$ cat src/design/xrl_pkg.sv
package xrl_pkg;

    localparam int NUM_OUT  = 16;
    localparam int NUM_IN   = 16;
    localparam int FIELD_W  = 5;
    localparam int SR_W     = NUM_OUT * FIELD_W;
    localparam int SEL_W    = 4;
    localparam int ON_POS   = 4;

    // One output field: enable on top, input number below
    typedef struct packed {
        logic             on;
        logic [SEL_W-1:0] in_sel;
    } xrl_field_t;

    // Host pins, as sampled
    typedef struct packed {
        logic             host_clk;
        logic             data_in;
        logic             cs_n;
        logic             update_n;
        logic             mode;
        logic [SEL_W-1:0] out_sel;
        xrl_field_t       pdata;
    } xrl_pins_t;

    localparam xrl_pins_t PINS_RST = '{host_clk: 1'b1, data_in: 1'b0, cs_n: 1'b1, update_n: 1'b1,
                                       mode: 1'b0, out_sel: 4'h0, pdata: 5'h00};
    localparam logic      MODE_SER = 1'b0;

endpackage

$ cat src/design/xrl_route_loader.sv
// Function
// - Chip select high: clock, data and update ignored, logic unchanged.
// - Shift register acts only on falling edge of host clock.
// - Mode select low means serial load, high means parallel load.
// - Serial mode: each edge shifts data in; first bit exits 80 clocks later.
// - Parallel mode: each edge writes five data lines into addressed 5-bit field.
// - Chip select and update both low: latches follow shift register.
// - Update high: latches hold, routing undisturbed by shifting.
// - Reset low disables all outputs asynchronously and resets the pin synchronisers; other state kept.
// - Four address lines form output number, first line least significant.
// - Low four field bits form input number, first data line least significant.
// - Fifth field bit enables output when set, disables when clear.
// - Decoder turns on exactly one input stage per output, none if disabled.
// - Serial output allows daisy chaining of several devices.
`timescale 1ns/100ps
module xrl_route_loader
    import xrl_pkg::*;
(
    input  wire logic                            mclk,
    input  wire logic                            arst_n,
    input  wire logic                            host_clk,
    input  wire logic                            data_in,
    input  wire logic                            cs_n,
    input  wire logic                            update_n,
    input  wire logic                            load_mode_select,
    input  wire logic [SEL_W-1:0]                out_sel,
    input  wire logic [SEL_W-1:0]                in_sel_data,
    input  wire logic                            output_on_bit,
    output logic                                 serial_out,
    output logic [NUM_OUT-1:0]                   out_enable,
    output logic [NUM_OUT-1:0][NUM_IN-1:0]       stage_on
);

    // ------------------------------------------------------------
    // Pin synchronisers
    // ------------------------------------------------------------
    xrl_pins_t              pins_raw;
    xrl_pins_t              sync1_r;
    xrl_pins_t              sync2_r;
    logic                   clk_prev_r;
    logic                   clk_prev_nxt;
    logic                   fall;
    logic                   active;

    // Every pin goes through the same two stages, so the data, address and
    // mode bits seen with a detected fall are those set up before it; the
    // host keeps them steady for a few system clocks around each fall.
    always_comb begin
        pins_raw          = PINS_RST;
        pins_raw.host_clk = host_clk;
        pins_raw.data_in  = data_in;
        pins_raw.cs_n     = cs_n;
        pins_raw.update_n = update_n;
        pins_raw.mode     = load_mode_select;
        pins_raw.out_sel  = out_sel;
        pins_raw.pdata    = '{on: output_on_bit, in_sel: in_sel_data};
        clk_prev_nxt      = sync2_r.host_clk;
    end

    // The stages reset to the idle pin levels, so no false fall and no
    // chip select is seen as reset ends.
    always_ff @(posedge mclk or negedge arst_n) begin
        if (!arst_n) begin
            sync1_r    <= PINS_RST;
            sync2_r    <= PINS_RST;
            clk_prev_r <= 1'b1;
        end else begin
            sync1_r    <= pins_raw;
            sync2_r    <= sync1_r;
            clk_prev_r <= clk_prev_nxt;
        end
    end

    // A fall is a high-to-low step between two synchronised samples; each
    // host clock phase must last more than one system clock to be seen.
    assign fall   = clk_prev_r & ~sync2_r.host_clk;
    assign active = ~sync2_r.cs_n & sync2_r.update_n;

    // ------------------------------------------------------------
    // First rank and second rank
    // ------------------------------------------------------------
    // Neither rank is reset: reset only gates the switch array.
    logic [SR_W-1:0]        sr_r;
    logic [SR_W-1:0]        sr_nxt;
    logic [SR_W-1:0]        latch_r;
    logic [SR_W-1:0]        latch_nxt;
    logic                   route_known_r;
    logic                   route_known_nxt;
    logic                   latch_open;
    logic [SR_W-1:0]        par_mask;

    // Latches are transparent while the chip is selected and update is low
    assign latch_open = ~sync2_r.cs_n & ~sync2_r.update_n;

    // Bits that a parallel write is allowed to touch
    assign par_mask = SR_W'({FIELD_W{1'b1}}) << (sync2_r.out_sel * FIELD_W);

    // Both ranks are unknown from power-up until the host loads them.
    // route_known_r is set once the latches have copied a load, so the
    // decoder checks wait on it. Like the ranks it has no reset, so a
    // reset does not hide the routing that the latches still hold.
    always_comb begin
        sr_nxt          = sr_r;
        latch_nxt       = latch_r;
        route_known_nxt = route_known_r | latch_open;
        if (fall && active) begin
            if (sync2_r.mode == MODE_SER) begin
                sr_nxt = {sr_r[SR_W-2:0], sync2_r.data_in};
            end else begin
                sr_nxt[sync2_r.out_sel*FIELD_W +: FIELD_W] = sync2_r.pdata;
            end
        end
        if (latch_open) begin
            latch_nxt = sr_r;
        end
    end

    always_ff @(posedge mclk) begin
        sr_r    <= sr_nxt;
        latch_r       <= latch_nxt;
        route_known_r <= route_known_nxt;
    end

    // Shift register top bit; meaningless in parallel mode
    assign serial_out = sr_r[SR_W-1];

    // ------------------------------------------------------------
    // Per-output decoder
    // ------------------------------------------------------------
    // Reset gates the enables directly, so the outputs drop without a clock
    for (genvar o = 0; o < NUM_OUT; o++) begin : g_out
        xrl_field_t fld;
        assign fld           = latch_r[o*FIELD_W +: FIELD_W];
        assign out_enable[o] = fld.on & arst_n;
        for (genvar i = 0; i < NUM_IN; i++) begin : g_in
            assign stage_on[o][i] = out_enable[o] & (fld.in_sel == SEL_W'(i));
        end

        // Decoder checks wait until the latches hold a real load
        chk_decode_onehot: assert property (@(posedge mclk) disable iff (!arst_n)
            route_known_r |->
                (stage_on[o] == (latch_r[o*FIELD_W+ON_POS] ? (16'h0001 << latch_r[o*FIELD_W +: SEL_W]) : 16'h0000)))
            else $error("decoder output does not match latched field");

        chk_stage_single: assert property (@(posedge mclk) disable iff (!arst_n)
            route_known_r |-> $onehot0(stage_on[o]))
            else $error("more than one input stage on for an output");

        chk_enable_follow: assert property (@(posedge mclk) disable iff (!arst_n)
            route_known_r |-> (out_enable[o] == latch_r[o*FIELD_W+ON_POS]))
            else $error("output enable does not follow its latched bit");

        chk_off_quiet: assert property (@(posedge mclk) disable iff (!arst_n)
            (route_known_r && !latch_r[o*FIELD_W+ON_POS]) |-> (stage_on[o] == '0))
            else $error("disabled output still has an input stage on");
    end

    // ------------------------------------------------------------
    // Checks
    // ------------------------------------------------------------
    chk_cs_freeze: assert property (@(posedge mclk) disable iff (!arst_n)
        sync2_r.cs_n |=> ($stable(sr_r) && $stable(latch_r)))
        else $error("logic changed while chip select high");

    chk_edge_only: assert property (@(posedge mclk) disable iff (!arst_n)
        !fall |=> $stable(sr_r))
        else $error("shift register changed without falling edge");

    chk_serial_shift: assert property (@(posedge mclk) disable iff (!arst_n)
        (fall && active && !sync2_r.mode) |=>
            (sr_r === {$past(sr_r[SR_W-2:0]), $past(sync2_r.data_in)}))
        else $error("serial shift wrong");

    chk_par_write: assert property (@(posedge mclk) disable iff (!arst_n)
        (fall && active && sync2_r.mode) |=>
            (sr_r[$past(sync2_r.out_sel)*FIELD_W +: FIELD_W] == $past(sync2_r.pdata)))
        else $error("parallel field write wrong");

    chk_latch_follow: assert property (@(posedge mclk) disable iff (!arst_n)
        (!sync2_r.cs_n && !sync2_r.update_n) |=> (latch_r == $past(sr_r)))
        else $error("latches not transparent");

    chk_latch_hold: assert property (@(posedge mclk) disable iff (!arst_n)
        sync2_r.update_n |=> $stable(latch_r))
        else $error("latches changed while update high");

    chk_reset_off: assert property (@(posedge mclk)
        !arst_n |-> (out_enable == '0 && stage_on == '0))
        else $error("outputs enabled during reset");

    chk_daisy_out: assert property (@(posedge mclk) disable iff (!arst_n)
        (fall && active && !sync2_r.mode) |=> (serial_out === $past(sr_r[SR_W-2])))
        else $error("serial output not shifted");

    // ------------------------------------------------------------
    // Checks: blocked writes, reset and held routing
    // ------------------------------------------------------------
    // Reset gates only the outputs; both ranks and the serial output
    // must come through a reset untouched.
    chk_update_blocks: assert property (@(posedge mclk) disable iff (!arst_n)
        !sync2_r.update_n |=> $stable(sr_r))
        else $error("shift register changed while update low");

    chk_par_others: assert property (@(posedge mclk) disable iff (!arst_n)
        (fall && active && sync2_r.mode) |=>
            (((sr_r ^ $past(sr_r)) & ~$past(par_mask)) == '0))
        else $error("parallel write touched another field");

    chk_cs_serial: assert property (@(posedge mclk) disable iff (!arst_n)
        sync2_r.cs_n |=> $stable(serial_out))
        else $error("serial output changed while chip select high");

    chk_reset_keep: assert property (@(posedge mclk)
        !arst_n |=> ($stable(sr_r) && $stable(latch_r)))
        else $error("reset disturbed the ranks");

    chk_route_hold: assert property (@(posedge mclk) disable iff (!arst_n)
        (route_known_r && sync2_r.update_n) |=> ($stable(out_enable) && $stable(stage_on)))
        else $error("routing changed while update high");

endmodule

$ cat config.mk
export PLATFORM = sky130hd
export DESIGN_NAME = xrl_route_loader
export DESIGN_NICKNAME = d
export VERILOG_FILES = /design/src/design/xrl_pkg.sv /design/src/design/xrl_route_loader.sv
export SDC_FILE = /design/constraint.sdc
export NUM_CORES = 1
export LEC_CHECK = 0
export BUFFER_PORTS_ARGS = -buffer_cell sky130_fd_sc_hd__buf_2
export CORE_MARGIN = 5
export CORE_UTILIZATION = 56
export CTS_CLUSTER_SIZE = 40
export DETAILED_ROUTE_END_ITERATION = 8
export GPL_TIMING_DRIVEN = 0
export PLACE_DENSITY_LB_ADDON = 0.2
export SLEW_MARGIN = 25
export SYNTH_ARGS = -nofsm -noshare
export SYNTH_HDL_FRONTEND = slang
export SYNTH_SLANG_ARGS = --single-unit
$ cat constraint.sdc
create_clock -name mclk -period 9.38 [get_ports mclk]
set_input_delay 1.876 -clock mclk [delete_from_list [all_inputs] [get_ports mclk]]
set_output_delay 1.876 -clock mclk [all_outputs]
set_load 0.03 [all_outputs]
* Word level (Yosys, flattened, before mapping)
Index checks and enable logic that the tools add are counted.
** Operators by class
- Add/subtract/negate cells :: 1
- Multiply operators :: 1
- Equal/unequal tests :: 240
- Shift operators :: 2
- Mux-type cells :: 2
- Bitwise operators :: 278
- Reductions and logical operators :: 17
** Operator list (count)
- $eq A4 B4 Y1 const B :: 128
- $and A1 B1 Y1 :: 275
- $eq A4 B3 Y1 const B :: 64
- $eq A4 B2 Y1 const B :: 32
- $bwmux W80 :: 1
- $mux W80 :: 1
- $shift A5 B34 Y80 const A :: 1
- $shiftx A5 B34 Y80 :: 1
- $eq A4 B1 Y1 const B :: 16
- $logic_not A4 Y1 :: 16
- $neg A7 Y34 :: 1
- $mul A4 B3 Y7 const B :: 1
- $not A1 Y1 :: 3
- $logic_and A1 B1 Y1 :: 1
** Storage, ports and cells
- Register bits :: 189
- Input port bits :: 16
- Output and inout bits :: 273
- Logic and storage cells :: 560

* Logic depth before layout (Yosys ltp)
- Word-level depth :: 5
- Mapped depth :: 9
- Depth with buffers taken out :: 5

* Worst setup path before layout
OpenSTA, ideal clock, no wires.
- Path kind :: input to output
- Start :: input port arst_n
- End :: output port stage_on[224] (netlist name)
- Arrival time :: 3273 ps
- Setup slack :: 4231 ps
- Stages :: 4
- Path through :: and2_0 -> buf_2 -> or3b_1 -> nor3_1
** RTL lines
- start: declaration :: line xrl_route_loader.sv:20 : input wire logic arst_n,
- end: declaration :: line xrl_route_loader.sv:31 : output logic [NUM_OUT-1:0][NUM_IN-1:0] stage_on

==> run_results.csv <==
group,metric,value,unit
yosys,synth.top_cell.area_share,0.501,
grt,track_usage,0.244,
run,cap_violations,0,
grt,grt_max_degree,37,
floorplanning,num_rows,47,
grt,use_met3,0.0444,
placement,globalplace.congestion,0.966,
worst_setup_path,critPathMaxStageDelay,0.64,ns
drt,routed_via_density,5.64,
yosys,async_reset_ff_frac,0.153,
yosys,ys.flop_type,"edfxtp_1",
worst_setup_path,cp-start-kind,"input pin",
cts,clock_sinks,189,
grt,grt_util_met1,0.343,
drt,drc_errors,0,
floorplanning,die-area,19800,µm²
sta,hold_viol,0,
power_and_ir_drop,ir_worst_vdd,0.121,mV
yosys,synth_top_area_cell,"edfxtp_1",
worst_setup_path,worstPathArrival,3.92,ns
sta,setup_tns,0,ns
worst_hold_path,hold_depth,0,
yosys,netlist_instances,897,
finish,layout-drive-gt1-share,0.323,
worst_setup_path,path_buf_inv,4,
worst_setup_path,crit_path_end_kind,"output pin",
yosys,syn_area,9590,µm²
yosys,yosysUniqueCellTypes,59,
drt,avgRoutedWirePerCell,17.2,µm
drt,routed_wirelength,24.7,mm
drt,ant_nets,0,
yosys,synth_seq_cells,189,
finish,area_delta_synth_final,24.4,%
floorplanning,die_x,141,µm
cts,cts_resized,0,
grt,grt_pass1_vias,7253,
sta,final.period_utilization,0.618,
worst_setup_path,path_max_fanout,36,
placement,place_ws,3.51,ns
worst_setup_path,cp_cell_sequence,"buf_2, buf_4, and2_1, buf_4, or3b_1, nor3_2, buf_2",
yosys,synth.area.top_cells,"edfxtp_1 50%, nor2_1 8.0%, dfrtp_1 5.7%",
cts,post_cts_buffers,0,
floorplanning,die_y,141,µm
yosys,yosysSeqAreaShare,0.578,
sta,finClkSkew,0.00986,ns
cts,cts_made_buffers,17,
grt,met2_usage,0.392,
cts,cts_tree,"done",
worst_setup_path,worst-setup-path-type,"in2out",
sta,finalMaxSlewViolations,0,
grt,grt_pass1_wl,38.8,mm
yosys,synth-edff-count,160,
cts,h-tree-depth,4,
drt,drtIter0Drc,763,
cts,cts-root-buf,"clkbuf_16",
yosys,syn_avg_cell_area,10.7,µm²
yosys,yosys_warnings,0,
finish,stdcell_count,1440,
floorplanning,initial_core_util,0.574,
grt,antenna_found_initial,0,
sta,rsz0062_at_grt,"false",
worst_hold_path,hp-class,"reg2reg",
floorplanning,core-area,16700,µm²
placement,portBuffers,288,
finish,fillers,1235,
floorplanning,ios,289,
cts,clkLatencyLatePin,0.44,ns
cts,cts_buffer_depth,2,
worst_setup_path,critical_path.top_delay_family,"buffers and inverters",
drt,firstDrtPassIters,5,
sta,worst-slew-pin-transition,0.897,ns
yosys,syn-num-nets,917,
outcome,outcome,"finished, final reports clean",
placement,dp.cells,1408,
cts,clk_pin_slew,0.07,ns
worst_setup_path,crit_slowest_cell,"buf_2",
finish,antenna-diode-count,0,
power_and_ir_drop,power_density,148,nW/µm²
sta,setup-violations-final,0,
cts,hold_buffers,0,
drt,num_vias,8124,
sta,worst_slack,3.58,ns
sta,period_minus_slack,5.80,ns
placement,dp.final_hpwl,18.7,mm
grt,grt_overflow,0,
sta,relSlewSlack,0.402,
worst_setup_path,crit_cells,7,
yosys,synth_most_common_cell,"nor2_1",
finish,fin_nets,1227,
power_and_ir_drop,leakagePower,0.00493,µW
grt,busiest_layer,"met2",
worst_setup_path,crit_required,7.50,ns
worst_setup_path,ff2ff_path_depth,8,
yosys,synthTopCellsByCount,"205 x nor2_1, 160 x edfxtp_1, 54 x nor3_1",
sta,max_freq,173,MHz
-- path summary, 6_finish.rpt --
check	from	end	slack [ns]
worst max-delay path	arst_n	stage_on[96]	3.58
worst min-delay path	sync1_r[12]$_DFF_PN0_	sync2_r[12]$_DFF_PN0_	0.35
worst max register to register	sync2_r[5]$_DFF_PN0_	sr_r[18]$_DFFE_PP_	6.60
worst min register to register	sync1_r[12]$_DFF_PN0_	sync2_r[12]$_DFF_PN0_	0.35
max in group asynchronous	arst_n	sync1_r[8]$_DFF_PN0_	7.30
min in group asynchronous	arst_n	sync1_r[1]$_DFF_PN0_	1.55
-- metal layers --
metal / wire, µm / vias up
met3: 2180 / 41
met2: 11900 / 385
met4: 380 / 0
li1: - / 3893
met1: 10200 / 3805
met5: 0 / -
-- per-stage QoR --
| stage | cell area (µm²) | power, µW | util | hold slack, ns |
|---|---|---|---|---|
| 2_1_floorplan | 9590 | 1070 | - | 0.331 |
| 3_3_place_gp | 11300 | 1110 | 0.677 | 0.333 |
| 3_5_place_dp | 11400 | 1110 | 0.681 | 0.335 |
| 4_1_cts | 11900 | 1770 | 0.714 | 0.350 |
| 5_1_grt | 11900 | 1830 | 0.714 | 0.353 |
| 6_report | 11900 | 1760 | 0.714 | 0.348 |
-- flip-flops by register name (all words and copies together) (netlist names) --
register      cells
clk_prev_nxt      1
latch_r          80
sync2_r          13
clk_prev_r        1
sr_r             80
sync1_r          14
-- cells by family (layout without fill, tap and decap cells) --
family	Yosys count	after routing	share of synthesized area
flops	189	189	0.578
compound gates	128	128	0.109
xor+xnor	3	3	0.00352
buf+inv	86	409	0.0453
simple gates	487	487	0.259
fa+ha+maj	4	4	0.00522
-- power by group --
group	internal, µW	switching, µW
clock	356	308
sequential	932	17.6
combinational	45.7	103
total	1330	428
-- cell type report --
| type | instances | area, µm² | share of cell area |
|---|---|---|---|
| Sequential cell | 189 | 5540 | 0.464 |
| Multi-Input combinational cell | 622 | 3620 | 0.304 |
| Timing Repair Buffer | 291 | 1510 | 0.127 |
| Clock buffer | 21 | 460 | 0.0386 |
| Buffer | 60 | 337 | 0.0282 |
| Tap cell | 220 | 275 | 0.0231 |
| Inverter | 26 | 97.6 | 0.00818 |
| Clock inverter | 11 | 86.3 | 0.00724 |
-- layout by cell type (no fill, tap or decap), types with 3 or more instances in the layout --
master      instances
edfxtp_1          160
dfrtp_1            22
buf_2             306
nor3_2             10
o2bb2ai_1          40
nand2_1            46
clkbuf_16          17
nor3_1             54
buf_1               3
o32ai_1            10
a21oi_1            14
nand3b_1           32
nor2_1            204
nand3_1            36
or3b_1             17
a221oi_1            3
clkbuf_1           21
inv_6               3
and2_1             15
o211ai_1            3
clkinvlp_4          4
o21ai_2             6
buf_6               5
a31oi_1            19
dfstp_2             7
inv_1              25
o2111ai_1           5
nand4_1             6
o31ai_1             5
ha_1                4
nor2b_1            15
a41oi_1             5
buf_4              13
a32oi_1             5
o221ai_1            5
nand2b_1           34
Note: power is estimated with default switching activity, not from simulation.
